**config.mk**
```make
export PLATFORM = sky130hd
export DESIGN_NAME = prot_frame
export DESIGN_NICKNAME = d
export VERILOG_FILES = /design/src/prot_frame_pkg.sv /design/src/prot_frame.sv
export SDC_FILE = /design/constraint.sdc
export NUM_CORES = 1
export LEC_CHECK = 0
export BUFFER_PORTS_ARGS = -buffer_cell sky130_fd_sc_hd__buf_4
export CORE_MARGIN = 3
export CORE_UTILIZATION = 35
export CTS_CLUSTER_SIZE = 12
export DETAILED_ROUTE_END_ITERATION = 8
export PLACE_DENSITY_LB_ADDON = 0.3
export SKIP_LAST_GASP = 1
export SYNTH_ARGS = -nofsm -noshare
export SYNTH_HDL_FRONTEND = slang
export SYNTH_SLANG_ARGS = --single-unit
```
**constraint.sdc**
```tcl
create_clock -name aclk -period 1.9 [get_ports aclk]
set_input_delay 0.19 -clock aclk [delete_from_list [all_inputs] [get_ports aclk]]
set_output_delay 0.19 -clock aclk [all_outputs]
set_load 0.005 [all_outputs]
```
**src/prot_frame_pkg.sv**
```systemverilog
// Purpose: Constants shared by the protection frame and its register file
// Assumes: AXI4-Lite slave, 32-bit data, one word per register
// Notes: Offsets are byte addresses
package prot_frame_pkg;
    localparam int unsigned num_elements = 8;
    localparam int unsigned num_phases = 3;
    localparam int unsigned num_breakers = 2;
    localparam int unsigned addr_width = 8;

    localparam logic [7:0] ctrl_offset = 8'h00;
    localparam logic [7:0] superv_offset = 8'h04;
    localparam logic [7:0] onep_offset = 8'h08;
    localparam logic [7:0] dirmode_offset = 8'h0c;
    localparam logic [7:0] dirwant_offset = 8'h10;
    localparam logic [7:0] cmdblk_offset = 8'h14;
    localparam logic [7:0] route_offset = 8'h18;
    localparam logic [7:0] status_offset = 8'h20;
    localparam logic [7:0] irq_status_offset = 8'h24;
    localparam logic [7:0] irq_mask_offset = 8'h28;
    localparam logic [7:0] alarm_view_offset = 8'h2c;
    localparam logic [7:0] trip_view_offset = 8'h30;

    // Control register fields
    localparam int unsigned ctrl_func_bit = 0;
    localparam int unsigned ctrl_ext_block_allow_bit = 1;
    localparam int unsigned ctrl_trip_block_perm_bit = 2;
    localparam int unsigned ctrl_ext_trip_allow_bit = 3;
    localparam logic [31:0] ctrl_reset = 32'h0000_0001;

    // Interrupt status fields
    localparam int unsigned irq_alarm_bit = 0;
    localparam int unsigned irq_trip_bit = 1;
    localparam int unsigned irq_cmd_bit = 2;
    localparam int unsigned irq_width = 3;

    // Direction result encodings
    localparam logic [1:0] dir_none = 2'h0;
    localparam logic [1:0] dir_forward = 2'h1;
    localparam logic [1:0] dir_reverse = 2'h2;
    localparam logic [1:0] dir_not_possible = 2'h3;

    localparam logic [1:0] resp_okay = 2'h0;
    localparam logic [1:0] resp_slverr = 2'h2;
endpackage

```
**src/prot_frame.sv**
```systemverilog
// Purpose: Master protection frame collecting element alarms and trips
// Assumes: Element decisions arrive synchronous to aclk
// Notes: Element alarm/trip timing lives in the elements themselves
//
// Local design decisions: the address map and register access over AXI4-Lite.
`timescale 1ns/1ns
module prot_frame #(
    parameter int unsigned n_el = prot_frame_pkg::num_elements,
    parameter int unsigned n_br = prot_frame_pkg::num_breakers
) (
    input wire logic aclk, // System clock, 10 MHz
    input wire logic aresetn, // Synchronous reset, active low
    input wire logic [n_el-1:0] elem_alarm, // Element alarms
    input wire logic [n_el-1:0] elem_trip, // Element timed trips
    input wire logic [n_el*3-1:0] elem_phase, // Phases each element flags
    input wire logic [1:0] dir_raw, // Raw direction decision
    input wire logic phasor_ok, // Phasors large enough
    input wire logic ext_block_in_a, // External protection block A
    input wire logic ext_block_in_b, // External protection block B
    input wire logic ext_trip_block_in, // External trip-command block
    output logic general_alarm, // Collective alarm
    output logic general_trip, // Collective trip
    output logic [2:0] phase_collective_alarm, // Per-phase alarms
    output logic [2:0] phase_collective_trip, // Per-phase trips
    output logic [n_el-1:0] trip_command_out, // Element trip commands
    output logic [n_br-1:0] breaker_trip, // Per-breaker trip
    output logic [1:0] dir_result, // Reported direction
    output logic irq, // Level interrupt
    input wire logic [7:0] s_axi_awaddr, // AXI write address
    input wire logic s_axi_awvalid, // AXI write address valid
    output logic s_axi_awready, // AXI write address ready
    input wire logic [31:0] s_axi_wdata, // AXI write data
    input wire logic [3:0] s_axi_wstrb, // AXI write strobes
    input wire logic s_axi_wvalid, // AXI write data valid
    output logic s_axi_wready, // AXI write data ready
    output logic [1:0] s_axi_bresp, // AXI write response
    output logic s_axi_bvalid, // AXI write response valid
    input wire logic s_axi_bready, // AXI write response ready
    input wire logic [7:0] s_axi_araddr, // AXI read address
    input wire logic s_axi_arvalid, // AXI read address valid
    output logic s_axi_arready, // AXI read address ready
    output logic [31:0] s_axi_rdata, // AXI read data
    output logic [1:0] s_axi_rresp, // AXI read response
    output logic s_axi_rvalid, // AXI read valid
    input wire logic s_axi_rready // AXI read ready
);
    ////////////////////////////////////////////////////////////////////////
    logic [31:0] ctrl;
    logic [n_el-1:0] superv_only;
    logic [n_el-1:0] single_phase;
    logic [n_el-1:0] dir_mode;
    logic [2*n_el-1:0] dir_want;
    logic [n_el-1:0] cmd_block;
    logic [n_el*n_br-1:0] route;
    logic [2:0] irq_status;
    logic [2:0] irq_mask;
    logic [n_el-1:0] alarm_view;
    logic [n_el-1:0] trip_view;

    logic prot_block;
    logic cmd_suppress;
    logic [1:0] next_dir;
    logic [n_el-1:0] fwd;
    logic [n_el-1:0] fwd_alarm;
    logic [n_el-1:0] fwd_trip;
    logic [n_el-1:0] next_cmd;
    logic next_galarm;
    logic next_gtrip;
    logic [2:0] next_palarm;
    logic [2:0] next_ptrip;
    logic [n_br-1:0] next_brk;

    function automatic logic [31:0] widen(input logic [n_el-1:0] v);
        widen = 32'h0;
        widen[n_el-1:0] = v;
    endfunction

    ////////////////////////////////////////////////////////////////////////
    // Blocking, evaluated combinationally so a block bites this cycle
    always_comb begin
        prot_block = !ctrl[prot_frame_pkg::ctrl_func_bit];
        if (ctrl[prot_frame_pkg::ctrl_ext_block_allow_bit] &&
            (ext_block_in_a || ext_block_in_b)) begin
            prot_block = 1'b1;
        end
        cmd_suppress = prot_block ||
            ctrl[prot_frame_pkg::ctrl_trip_block_perm_bit];
        if (ctrl[prot_frame_pkg::ctrl_ext_trip_allow_bit] &&
            ext_trip_block_in) begin
            cmd_suppress = 1'b1;
        end
    end

    // Direction report; too-small phasors override the raw decision
    always_comb begin
        next_dir = phasor_ok ? dir_raw :
            prot_frame_pkg::dir_not_possible;
    end

    ////////////////////////////////////////////////////////////////////////
    // Per-element gating
    genvar g;
    generate
        for (g = 0; g < n_el; g++) begin : el
            logic dir_ok;
            // Alarm and timed trip come from the element itself
            assign dir_ok = !dir_mode[g] ||
                (next_dir == dir_want[2*g+1:2*g]);
            assign fwd[g] = !superv_only[g] && !prot_block;
            assign fwd_alarm[g] = fwd[g] && elem_alarm[g];
            assign fwd_trip[g] = fwd[g] && elem_trip[g] && dir_ok;
            assign next_cmd[g] = fwd_trip[g] && !cmd_block[g] &&
                !cmd_suppress;
        end
    endgenerate

    always_comb begin
        next_galarm = |fwd_alarm;
        next_gtrip = |fwd_trip;
        next_palarm = 3'h0;
        next_ptrip = 3'h0;
        for (int i = 0; i < n_el; i++) begin
            if (single_phase[i]) begin
                next_palarm = next_palarm |
                    ({3{fwd_alarm[i]}} & elem_phase[3*i+:3]);
                next_ptrip = next_ptrip |
                    ({3{fwd_trip[i]}} & elem_phase[3*i+:3]);
            end
        end
        for (int b = 0; b < n_br; b++) begin
            next_brk[b] = |(next_cmd & route[b*n_el+:n_el]);
        end
    end

    // Outputs registered; the block still masks decisions in its own cycle
    always_ff @(posedge aclk) begin
        if (!aresetn) begin
            general_alarm <= 1'b0;
            general_trip <= 1'b0;
            phase_collective_alarm <= 3'h0;
            phase_collective_trip <= 3'h0;
            trip_command_out <= '0;
            breaker_trip <= '0;
            dir_result <= prot_frame_pkg::dir_none;
        end else begin
            general_alarm <= next_galarm;
            general_trip <= next_gtrip;
            phase_collective_alarm <= next_palarm;
            phase_collective_trip <= next_ptrip;
            trip_command_out <= next_cmd;
            breaker_trip <= next_brk;
            dir_result <= next_dir;
        end
    end

    // Local element states stay visible even for supervision-only elements
    always_ff @(posedge aclk) begin
        if (!aresetn) begin
            alarm_view <= '0;
            trip_view <= '0;
        end else begin
            alarm_view <= elem_alarm;
            trip_view <= elem_trip;
        end
    end

    ////////////////////////////////////////////////////////////////////////
    // AXI4-Lite write path: address and data may come in either order
    logic aw_held;
    logic w_held;
    logic [7:0] aw_addr;
    logic [31:0] w_data;
    logic [3:0] w_strb;
    logic do_write;
    logic [31:0] wmask;
    logic [2:0] w1c;

    assign do_write = aw_held && w_held && !s_axi_bvalid;
    always_comb begin
        for (int k = 0; k < 4; k++) begin
            wmask[8*k+:8] = {8{w_strb[k]}};
        end
    end
    assign w1c = (do_write && aw_addr == prot_frame_pkg::irq_status_offset)
        ? (w_data[2:0] & wmask[2:0]) : 3'h0;

    always_ff @(posedge aclk) begin
        if (!aresetn) begin
            aw_held <= 1'b0;
            w_held <= 1'b0;
            aw_addr <= 8'h00;
            w_data <= 32'h0;
            w_strb <= 4'h0;
            s_axi_awready <= 1'b0;
            s_axi_wready <= 1'b0;
            s_axi_bvalid <= 1'b0;
            s_axi_bresp <= prot_frame_pkg::resp_okay;
        end else begin
            s_axi_awready <= !aw_held && !s_axi_awready && s_axi_awvalid;
            s_axi_wready <= !w_held && !s_axi_wready && s_axi_wvalid;
            if (s_axi_awvalid && s_axi_awready) begin
                aw_held <= 1'b1;
                aw_addr <= s_axi_awaddr;
            end
            if (s_axi_wvalid && s_axi_wready) begin
                w_held <= 1'b1;
                w_data <= s_axi_wdata;
                w_strb <= s_axi_wstrb;
            end
            if (do_write) begin
                aw_held <= 1'b0;
                w_held <= 1'b0;
                s_axi_bvalid <= 1'b1;
                s_axi_bresp <= (aw_addr > prot_frame_pkg::route_offset &&
                    aw_addr != prot_frame_pkg::irq_status_offset &&
                    aw_addr != prot_frame_pkg::irq_mask_offset) ?
                    prot_frame_pkg::resp_slverr : prot_frame_pkg::resp_okay;
            end else if (s_axi_bvalid && s_axi_bready) begin
                s_axi_bvalid <= 1'b0;
            end
        end
    end

    // Configuration registers
    always_ff @(posedge aclk) begin
        if (!aresetn) begin
            ctrl <= prot_frame_pkg::ctrl_reset;
            superv_only <= '0;
            single_phase <= '0;
            dir_mode <= '0;
            dir_want <= '0;
            cmd_block <= '0;
            route <= '1;
            irq_mask <= 3'h0;
        end else if (do_write) begin
            case (aw_addr)
                prot_frame_pkg::ctrl_offset:
                    ctrl <= (ctrl & ~wmask) | (w_data & wmask & 32'hf);
                prot_frame_pkg::superv_offset:
                    superv_only <= w_data[n_el-1:0];
                prot_frame_pkg::onep_offset:
                    single_phase <= w_data[n_el-1:0];
                prot_frame_pkg::dirmode_offset:
                    dir_mode <= w_data[n_el-1:0];
                prot_frame_pkg::dirwant_offset:
                    dir_want <= w_data[2*n_el-1:0];
                prot_frame_pkg::cmdblk_offset:
                    cmd_block <= w_data[n_el-1:0];
                prot_frame_pkg::route_offset:
                    route <= w_data[n_el*n_br-1:0];
                prot_frame_pkg::irq_mask_offset:
                    irq_mask <= w_data[2:0];
                default: ;
            endcase
        end
    end

    // Sticky events; a new event in the clearing cycle survives
    always_ff @(posedge aclk) begin
        if (!aresetn) begin
            irq_status <= 3'h0;
            irq <= 1'b0;
        end else begin
            irq_status <= (irq_status & ~w1c) |
                {|next_cmd, next_gtrip, next_galarm};
            irq <= |(irq_status & irq_mask);
        end
    end

    ////////////////////////////////////////////////////////////////////////
    // AXI4-Lite read path, answer one cycle after the address is taken
    logic [31:0] rd_word;
    always_comb begin
        case (s_axi_araddr)
            prot_frame_pkg::ctrl_offset: rd_word = ctrl & 32'hf;
            prot_frame_pkg::superv_offset: rd_word = widen(superv_only);
            prot_frame_pkg::onep_offset: rd_word = widen(single_phase);
            prot_frame_pkg::dirmode_offset: rd_word = widen(dir_mode);
            prot_frame_pkg::dirwant_offset: rd_word = 32'(dir_want);
            prot_frame_pkg::cmdblk_offset: rd_word = widen(cmd_block);
            prot_frame_pkg::route_offset: rd_word = 32'(route);
            prot_frame_pkg::status_offset:
                rd_word = {22'h0, dir_result, prot_block, cmd_suppress,
                    phase_collective_trip, phase_collective_alarm};
            prot_frame_pkg::irq_status_offset: rd_word = {29'h0, irq_status};
            prot_frame_pkg::irq_mask_offset: rd_word = {29'h0, irq_mask};
            prot_frame_pkg::alarm_view_offset: rd_word = widen(alarm_view);
            prot_frame_pkg::trip_view_offset: rd_word = widen(trip_view);
            default: rd_word = 32'h0;
        endcase
    end

    logic rd_bad;
    assign rd_bad = s_axi_araddr > prot_frame_pkg::trip_view_offset ||
        s_axi_araddr[1:0] != 2'h0 ||
        (s_axi_araddr > prot_frame_pkg::route_offset &&
         s_axi_araddr < prot_frame_pkg::status_offset);

    always_ff @(posedge aclk) begin
        if (!aresetn) begin
            s_axi_arready <= 1'b0;
            s_axi_rvalid <= 1'b0;
            s_axi_rdata <= 32'h0;
            s_axi_rresp <= prot_frame_pkg::resp_okay;
        end else begin
            s_axi_arready <= !s_axi_arready && !s_axi_rvalid && s_axi_arvalid;
            if (s_axi_arvalid && s_axi_arready) begin
                s_axi_rvalid <= 1'b1;
                s_axi_rdata <= rd_bad ? 32'h0 : rd_word;
                s_axi_rresp <= rd_bad ? prot_frame_pkg::resp_slverr :
                    prot_frame_pkg::resp_okay;
            end else if (s_axi_rvalid && s_axi_rready) begin
                s_axi_rvalid <= 1'b0;
            end
        end
    end

    ////////////////////////////////////////////////////////////////////////
    // Checks
    a_block_kills_all:
    assert property (@(posedge aclk) disable iff (!aresetn)
        prot_block |=> !general_alarm && !general_trip &&
        trip_command_out == 0)
        else $error("output active while protection blocked");
    a_ext_block_in:
    assert property (@(posedge aclk) disable iff (!aresetn)
        ctrl[prot_frame_pkg::ctrl_ext_block_allow_bit] &&
        (ext_block_in_a || ext_block_in_b) |=> !general_trip)
        else $error("external block ignored");
    a_perm_cmd_block:
    assert property (@(posedge aclk) disable iff (!aresetn)
        ctrl[prot_frame_pkg::ctrl_trip_block_perm_bit] |=>
        trip_command_out == 0)
        else $error("command despite permanent block");
    a_ext_cmd_block:
    assert property (@(posedge aclk) disable iff (!aresetn)
        ctrl[prot_frame_pkg::ctrl_ext_trip_allow_bit] && ext_trip_block_in
        |=> breaker_trip == 0 && trip_command_out == 0)
        else $error("breaker trip despite external block");
    a_superv_only:
    assert property (@(posedge aclk) disable iff (!aresetn)
        (elem_alarm & ~superv_only) == 0 |=> !general_alarm)
        else $error("supervision element raised general alarm");
    a_general_alarm:
    assert property (@(posedge aclk) disable iff (!aresetn)
        !prot_block && |(elem_alarm & ~superv_only) |=> general_alarm)
        else $error("general alarm missing");
    a_cmd_needs_trip:
    assert property (@(posedge aclk) disable iff (!aresetn)
        trip_command_out != 0 |-> general_trip)
        else $error("command without general trip");
    a_dir_report:
    assert property (@(posedge aclk) disable iff (!aresetn)
        !phasor_ok |=> dir_result == prot_frame_pkg::dir_not_possible)
        else $error("direction not flagged as not possible");
    a_block_release:
    assert property (@(posedge aclk) disable iff (!aresetn)
        $fell(prot_block) && ctrl[prot_frame_pkg::ctrl_func_bit] &&
        |(elem_alarm & ~superv_only) |=> general_alarm)
        else $error("alarm not released after block");
    a_breaker_from_cmd:
    assert property (@(posedge aclk) disable iff (!aresetn)
        breaker_trip != 0 |-> trip_command_out != 0)
        else $error("breaker trip without trip command");
    a_phase_alarm_src:
    assert property (@(posedge aclk) disable iff (!aresetn)
        phase_collective_alarm != 0 |-> general_alarm)
        else $error("phase alarm without general alarm");
endmodule

```
---- After elaboration in Yosys (flattened, before gate mapping) ----
Index checks and enable logic that the tools add are counted.
word-level totals
  bits in registers ....................... 210
  word-level logic and storage cells ...... 268
  output and inout bits ................... 62
operators by class
  equality and inequality tests ........... 29
  reductions and logical operators ........ 133
  muxes and demuxes ....................... 28
  bitwise gates (word level) .............. 42
  order comparisons ....................... 4
operators by type and width
  cell                  count
  $pmux W16 S12         1
  $logic_and A1 B1 Y1   67
  $and A3 B3 Y3         19
  $eq A8 B6 Y1 const B  7
  $mux W3               17
  $eq A8 B5 Y1 const B  6
  $or A3 B3 Y3          15
  $reduce_or A8 Y1      5
  $logic_not A1 Y1      34
  $and A32 B32 Y32      1
  $eq A8 B4 Y1 const B  4
  $mux W32              1
  $not A32 Y32          1
  $or A32 B4 Y32        1
  $and A8 B8 Y8         2
  $eq A2 B2 Y1          8
  $eq A8 B3 Y1 const B  2
  $gt A8 B5 Y1 const B  2
  $logic_not A8 Y1      2
  $ne A8 B6 Y1 const B  2
  $reduce_and A2 Y1     8
  $logic_or A1 B1 Y1    12
  $gt A8 B6 Y1 const B  1
  $lt A8 B6 Y1 const B  1
  8 further kinds       17

---- Logic depth before layout (Yosys ltp) ----
Gate-level depths: netlist of the first run.
  depth after elaboration ................. 23
  depth in mapped cells ................... 8
  depth with buffers taken out ............ 6

---- Worst setup path after synthesis of the first run ----
Ideal clock, no wire load.
  path kind ............................... flip-flop to flip-flop
  start ................................... register s_axi_bvalid
  end ..................................... register dir_want[10]
  clock period less this slack ............ 1711 ps
  data required time ...................... 1772 ps
  stages on the path, launching flop included .. 7
  path slack .............................. 189 ps
  path buffers ............................ 1
  arrival ................................. 1583 ps
  path through ............................ dfxtp_1 -> nand3b_1 -> nor4_2 -> nand2_1 -> buf_2 -> mux2i_1 -> nor2_1
between the ends
  longest elaborated chain between the ends .. 3
RTL lines
  what                                RTL line           source
  start: declaration                  prot_frame.sv:37   output logic s_axi_bvalid,
  start signal: assignment            prot_frame.sv:196  s_axi_bvalid <= 1'b0;
  start signal: assignment            prot_frame.sv:213  s_axi_bvalid <= 1'b1;
  start signal: assignment            prot_frame.sv:219  s_axi_bvalid <= 1'b0;
  $logic_not A1 Y1                    prot_frame.sv:178  assign do_write = aw_held && w_held && !s_axi_bvalid;
  $logic_and A1 B1 Y1                 prot_frame.sv:178
  $reduce_and A2 Y1 (no source line)  -
  end signal: assignment              prot_frame.sv:246  dir_want <= w_data[2*n_el-1:0];
  end: declaration                    prot_frame.sv:52   logic [2*n_el-1:0] dir_want;
Every way passes these cells.
A chain may end at the register's enable or synchronous reset.

---- Worst setup path in the final report of the first run ----
  start ................................... register dir_want[14]
  end ..................................... register breaker_trip[0]
between the ends
  longest elaborated chain between the ends .. 7
RTL lines
  what                              RTL line           source
  $eq A2 B2 Y1                      prot_frame.sv:108  (next_dir == dir_want[2*g+1:2*g]);
  $logic_or A1 B1 Y1                prot_frame.sv:107  assign dir_ok = !dir_mode[g] ||
  $logic_and A1 B1 Y1               prot_frame.sv:111  assign fwd_trip[g] = fwd[g] && elem_trip[g] && dir_ok;
  $logic_and A1 B1 Y1 (2 in a row)  prot_frame.sv:112  assign next_cmd[g] = fwd_trip[g] && !cmd_block[g] &&
  $and A8 B8 Y8                     prot_frame.sv:131  next_brk[b] = |(next_cmd & route[b*n_el+:n_el]);
  $reduce_or A8 Y1                  prot_frame.sv:131
  end signal: assignment            prot_frame.sv:151  breaker_trip <= next_brk;
  end: declaration                  prot_frame.sv:26   output logic [n_br-1:0] breaker_trip,
Every way passes these cells.

==> results of run 1 <==
-- layer usage --
layer  vias to the layer above  track usage  routed length (microns)
met2                       340       0.3469                    12670
li1                       3607            -                        -
met5                         -            0                        0
met3                        47      0.04980                     2218
met1                      3624       0.3146                    12220
met4                         0      0.07485                      813
-- metrics by stage --
stage | utilization | std cells | worst slack, ns | area [sq um] | hold WS [ns]
after CTS | 0.4742 | 1385 | -0.01264 | 10120 | 0.0004736
after global placement | 0.4376 | 1337 | -0.06740 | 9344 | 0.4149
after detailed placement | 0.4376 | 1337 | -0.1266 | 9344 | 0.4134
final | 0.4809 | 1387 | 0.01929 | 10270 | 0.01316
after floorplan | - | 928 | 0.1894 | 7789 | 0.3083
after global routing | 0.4809 | 1387 | -0.05810 | 10270 | 0.006899
-- critical path: cells and delay by family, from the launching register on --
| kind | cells | cell delay, ns |
|---|---|---|
| simple gates | 2 | 0.51 |
| compound gates | 4 | 0.93 |
| flops | 1 | 0.35 |
-- power by group --
part | leakage [nW] | internal, mW | switching [mW]
clock network | 0.288 | 2.08 | 1.51
logic | 2.63 | 0.344 | 0.389
registers | 1.31 | 3.44 | 0.0556
-- area by class of cell --
class / instances / area (sq um)
sequential: 161 / 3238
fill: 2108 / 11080
multi-input combinational: 684 / 4250
timing repair buffer: 224 / 1787
clock buffer: 17 / 425.4
inverter: 12 / 46.29
clock inverter: 14 / 177.7
tap: 275 / 344.1
-- cell usage after synthesis, types with 4 or more instances --
cell type,count
dfxtp_1,161
nand2_1,143
nor2_1,89
mux2i_1,64
nand3_1,46
a21oi_1,43
clkbuf_1,37
a22oi_1,31
and2_1,25
o21ai_0,21
buf_4,19
nor3_1,19
nor2b_1,13
o22ai_1,13
and3_1,11
inv_1,11
a31oi_1,10
buf_2,9
nor4_1,9
a221oi_1,8
a32oi_1,7
mux2_2,6
nand2b_1,6
o21ai_1,6
a22o_1,5
xnor2_1,5
a311oi_1,4
a41oi_1,4
and4bb_1,4
buf_6,4
nor4_2,4
o21a_1,4
o31ai_1,4
-- worst paths after layout --
| kind | startpoint | slack, ns | to | cells past startpoint |
|---|---|---|---|---|
| hold reg to reg | s_axi_rvalid | 0.45 | s_axi_arready | 1 |
| setup reg to reg | dir_want[14] | 0.02 | breaker_trip[0] | 6 |
| hold / removal | s_axi_wdata[10] | 0.01 | w_data[10] | 3 |
| setup / recovery | dir_want[14] | 0.02 | breaker_trip[0] | 6 |
-- logic make-up (layout without fill, tap and decap cells) --
family,Yosys count,in the layout,share of synthesized area
and+or+nand+nor,401,401,0.2579
AOI/OAI and AO/OA,187,187,0.1688
DFF,161,161,0.4172
buffers and inverters,83,267,0.05491
muxes,70,70,0.09167
xor gates and xnor gates,8,8,0.009071
other,1,18,0.0004854
-- repair_timing --
| item | CTS | global route |
|---|---|---|
| endpoints found under the hold margin | 17 | 0 |
| setup buffers | 0 | 3 |
| pin swaps | 1 | 20 |
| hold buffers | 17 | 0 |
| resized for setup | 3 | 29 |
| setup endpoints to repair | 3 | 31 |
-- flip-flops by register name, indices dropped and copies added, names as in the netlist, 8 cells and up, named ones only --
| name | cells |
|---|---|
| dir_mode | 8 |
| superv_only | 8 |
| cmd_block | 8 |
| trip_command_out | 8 |
| trip_view | 8 |
| aw_addr | 8 |
| s_axi_rdata | 16 |
| w_data | 16 |
| dir_want | 16 |
| route | 16 |
| alarm_view | 8 |
| single_phase | 8 |
==> results.py, run 1 <==
metrics = {
    "status": {
        "status": "finished clean",
    },
    "synthesis": {
        "ys.flop_type": "dfxtp_1",
        "syn_area_sq_mm": 0.007725,
        "synth_edf_count": 0,
        "ys_seq_elements": 161,
        "synthArstFlopShare": 0,
        "yosys.cell_types.count": 75,
        "synthCells": 911,
        "yosys_warnings": 0,
        "synth_area_leaders": "dfxtp_1 (42%), mux2i_1 (8.3%), nand2_1 (6.9%)",
        "yosysTopAreaCellShare": 0.4172,
        "synth_top_cell_by_area": "dfxtp_1",
        "seq_area_frac_synth": 0.4172,
        "syn_avg_cell_area_sq_um": 8.480,
    },
    "worst_setup_path": {
        "path_cells": "nor4bb_2, a22oi_2, a311o_2, nor3_2, a221oi_1, a41oi_1",
        "crit_path_start_kind": "flop",
        "critical_path_required_ns": 2.25,
        "crit_path_top_delay_cell": "a311o_2",
        "path_max_fanout": 7,
        "worstSetupPathType": "flop to flop",
        "endpoint_kind": "flop",
        "crit_arrival_ns": 2.23,
        "critPathMaxStageDelay_ns": 0.53,
    },
    "placement": {
        "portBuffers": 129,
        "routabilityCongestion": 0.9671,
        "hpwl_microns": 21290,
    },
    "timing": {
        "slew_headroom": 0.5493,
        "period_needed_ns": 1.881,
        "hold_viol_final": 0,
        "post-route-period-util": 0.9898,
        "rsz0062_at_grt": "true",
        "skew_ns": 0.008944,
        "tns_ns": 0,
        "setup_viol": 0,
        "final_max_slew_viol_count": 0,
        "timing.fmax_mhz": 531.7,
        "worst_pin_slew_ns": 0.6744,
    },
    "clock_network": {
        "cts_tree": "built",
        "clock_tree.buffer_depth": 2,
        "clockRootBuffer": "clkbuf_16",
        "numClockSinks": 161,
        "cts.clk_slew.worst_paths_ns": 0.07,
        "clk_latency_ns": 0.43,
        "numCtsBuffers": 17,
        "h-tree-depth": 4,
    },
    "cells_and_area": {
        "nNetsFinal": 1205,
        "area_delta_synth_final_pct": 32.93,
        "final_common_cell": "buf_4",
        "final_cell_mix": "buf_4 (202), dfxtp_1 (153), nand2_1 (142)",
        "n_antenna_cell": 0,
        "layout-drive-gt1-share": 0.2680,
    },
    "detailed_routing": {
        "drt_iter0_drc": 665,
        "remaining_drc_errors": 0,
        "avgRoutedWirePerCell_microns": 20.13,
        "wl_microns": 27920,
        "vias": 7618,
        "ant_nets": 0,
        "viasPerCell": 5.492,
        "dr.pass1.iters": 5,
    },
    "die": {
        "initial_utilization": 0.3618,
        "dieArea_sq_mm": 0.02389,
        "io_pins": 167,
        "fp.dieH_microns": 154.6,
        "core_area_sq_mm": 0.02135,
        "placementRows": 53,
        "fp.dieW_microns": 154.6,
    },
    "global_routing": {
        "grt_pass1_wl_microns": 41570,
        "grt_overflow_total": 0,
        "grt.total_usage": 0.2257,
        "grt_max_degree": 33,
        "antenna_found_initial": 0,
        "first_global_vias": 7044,
    },
    "power": {
        "power_density_mw_per_mm2": 761.5,
        "ir_worst_vdd_mv": 0.5313,
        "fin_total_pwr_mw": 7.819,
        "leakage_nw": 4.231,
    },
    "flow_run": {
        "cap_violations": 0,
    },
    "min_path": {
        "hold_path_class": "input pin to flop",
    },
}
(Power assumes the default switching activity.)
==> run 2, diff against run 1 <==
ABC_AREA = 1   (was default)
==> results.py, run 2 <==
metrics = {
    "flow_run": {
        "cap_violations": 0,
    },
    "detailed_routing": {
        "remaining_drc_errors": 0,
        "drt_iter0_drc": 714,
        "ant_nets": 0,
        "viasPerCell": 5.064,
        "vias": 7834,
        "wl_microns": 26680,
        "avgRoutedWirePerCell_microns": 17.25,
        "dr.pass1.iters": 5,
    },
    "die": {
        "dieArea_sq_mm": 0.02397,
        "placementRows": 53,
        "fp.dieW_microns": 154.8,
        "fp.dieH_microns": 154.8,
        "core_area_sq_mm": 0.02142,
        "initial_utilization": 0.3619,
        "io_pins": 167,
    },
    "worst_setup_path": {
        "worstSetupPathType": "input pin to flop",
        "critPathMaxStageDelay_ns": 0.53,
        "critical_path_required_ns": 2.23,
        "r2r_end": "phase_collective_alarm[0]",
        "path_cells": "dlygate4sd3_1, buf_4, inv_1, nand2_2, nand2_1, nand2_1, nand2_1, nand2_2, nand2_1, nand2_1, a21oi_1, nand3_1, nand2_1, nand2_1",
        "ff2ff_path_depth": 5,
        "r2r_setup_slack_ns": 0.14,
        "cp_common_cell": "nand2_1",
        "crit_path_start": "dir_raw[1]",
        "endpoint_kind": "flop",
        "crit_arrival_ns": 2.12,
        "crit_path_top_delay_cell": "dlygate4sd3_1",
        "path_max_fanout": 8,
        "crit_path_start_kind": "input pin",
    },
    "min_path": {
        "hold_depth": 3,
        "hold_start": "s_axi_awaddr[0]",
        "hold_path_class": "input pin to flop",
        "hold_end": "aw_addr[0]",
    },
    "synthesis": {
        "ys.flop_type": "dfxtp_1",
        "synth-adder-area-share": 0,
        "syn_area_sq_mm": 0.007752,
        "synth_mux_area_frac": 0,
        "ys_seq_elements": 161,
        "synth_edf_count": 0,
        "syn_avg_cell_area_sq_um": 7.035,
        "synthArstFlopShare": 0,
        "synth-simple-area-share": 0.3283,
        "synth_area_leaders": "dfxtp_1 (42%), nand2_1 (14%), a21oi_1 (6.8%)",
        "seq_area_frac_synth": 0.4158,
        "synthCells": 1102,
        "synthXorXnorAreaFrac": 0,
        "yosys_warnings": 0,
        "yosys.cell_types.count": 39,
        "synth_most_common_cell": "nand2_1",
        "yosys-top-cells-count": "nand2_1 (296), dfxtp_1 (161), a21oi_1 (106)",
        "yosysTopAreaCellShare": 0.4158,
        "synth_top_family_by_area": "simple AND/OR/NAND/NOR gates",
        "synth_top_cell_by_area": "dfxtp_1",
        "synth_compound_area_frac": 0.1609,
    },
    "timing": {
        "rsz0062_at_grt": "false",
        "slew_headroom": 0.5591,
        "whs_ns": 0.01264,
        "setup_viol": 0,
        "hold_viol_final": 0,
        "setup_slack_ns": 0.1097,
        "worst_pin_slew_ns": 0.6597,
        "post-route-period-util": 0.9423,
        "skew_ns": 0.008147,
        "timing.fmax_mhz": 558.6,
        "final_max_slew_viol_count": 0,
        "tns_ns": 0,
        "period_needed_ns": 1.790,
    },
    "global_routing": {
        "met3_usage": 0.04365,
        "grt.total_usage": 0.2207,
        "first_global_vias": 7298,
        "use_met2": 0.3426,
        "grt_max_degree": 119,
        "grt_pass1_wl_microns": 40930,
        "use_met1": 0.3048,
        "antenna_found_initial": 0,
        "grt_overflow_total": 0,
        "gr-max-usage-layer": "met2",
    },
    "placement": {
        "post-place-ws_ns": 0.1201,
        "hpwl_microns": 20570,
        "portBuffers": 129,
        "routabilityCongestion": 0.9399,
    },
    "cells_and_area": {
        "n_antenna_cell": 0,
        "final_common_cell": "nand2_1",
        "nNetsFinal": 1365,
        "final_cell_mix": "nand2_1 (292), dfxtp_1 (161), buf_4 (157)",
        "layout-drive-gt1-share": 0.1879,
        "area_delta_synth_final_pct": 27.74,
    },
    "clock_network": {
        "clk_latency_ns": 0.43,
        "cts.clk_slew.worst_paths_ns": 0.06,
        "numClockSinks": 161,
        "clockRootBuffer": "clkbuf_16",
        "cts_tree": "built",
        "h-tree-depth": 4,
        "numCtsBuffers": 17,
        "cts_setup_buffers": 0,
        "clock_tree.buffer_depth": 2,
    },
    "status": {
        "status": "finished clean",
    },
    "power": {
        "ir_worst_vdd_mv": 0.5857,
        "leakage_nw": 4.459,
        "power_density_mw_per_mm2": 786.6,
    },
}
## run 2: cell count changes after synthesis, moves of 12 or more
| cell | previous run | this run |
|---|---|---|
| nor2b_1 | 13 | 1 |
| mux2i_1 | 64 | 0 |
| clkbuf_1 | 37 | 20 |
| a22oi_1 | 31 | 0 |
| and2_1 | 25 | 1 |
| nand2_1 | 143 | 296 |
| o211ai_1 | 0 | 19 |
| o21ai_0 | 21 | 92 |
| nand4_1 | 2 | 36 |
| inv_1 | 11 | 87 |
| a21oi_1 | 43 | 106 |
| nand3_1 | 46 | 74 |
| nor3_1 | 19 | 5 |
## run 2: metrics by stage
step | power, mW | cell area [sq um] | cells | util
floorplan | 3.894 | 7816 | 1119 | -
global placement | 4.205 | 9030 | 1492 | 0.4216
detailed placement | 4.211 | 9030 | 1492 | 0.4216
CTS | 7.850 | 9888 | 1547 | 0.4617
global route | 8.080 | 9903 | 1547 | 0.4624
finish | 7.790 | 9903 | 1547 | 0.4624
## run 2: routing by layer
| layer | wire length [microns] | vias to the layer above | share of wire |
|---|---|---|---|
| met5 | 0 | - | 0 |
| met4 | 685 | 0 | 0.026 |
| met3 | 2007 | 47 | 0.075 |
| met2 | 11940 | 301 | 0.45 |
| met1 | 12050 | 3555 | 0.45 |
| li1 | - | 3931 | - |
## run 2: cell type report
type / count / area (sq um)
repair buffers: 184 / 1479
fillers: 2192 / 11520
well taps: 275 / 344.1
clock inverters: 10 / 147.6
inverters: 96 / 364.1
multi-input cells: 800 / 3875
flip-flops and latches: 161 / 3223
clock buffers: 21 / 470.5
## run 2: cell families after synthesis
family / Yosys count
and+or+nand+nor: 548
AOI/OAI and AO/OA: 234
DFF: 161
buffers and inverters: 158
other: 1
## run 2: what timing repair did
action	4_1_cts	5_1_grt
hold endpoints to repair	24	0
resized for setup	0	5
hold buffers	24	0
endpoints found under the setup margin	0	3
## run 2: power breakdown
| part | switching [mW] | internal [mW] | total (mW) |
|---|---|---|---|
| clock network | 1.43 | 2.18 | 3.61 |
| logic | 0.395 | 0.298 | 0.693 |
| registers | 0.0356 | 3.45 | 3.49 |
## run 2: how the worst max path moves through the flow
stage                                end  cells after the start
4_1_cts                    irq_status[2]                     14
6_report                   irq_status[1]                     14
2_1_floorplan                   route[5]                      7
5_1_grt                    irq_status[1]                     14
3_3_place_gp              s_axi_rdata[7]                     10
3_5_place_dp   phase_collective_alarm[0]                      7
## run 2: critical path: cells and delay by family
family	cells	cell delay (ns)
AO/OA/AOI/OAI	1	0.18
AND/OR/NAND/NOR	10	1.00
buffers and inverters	3	0.75
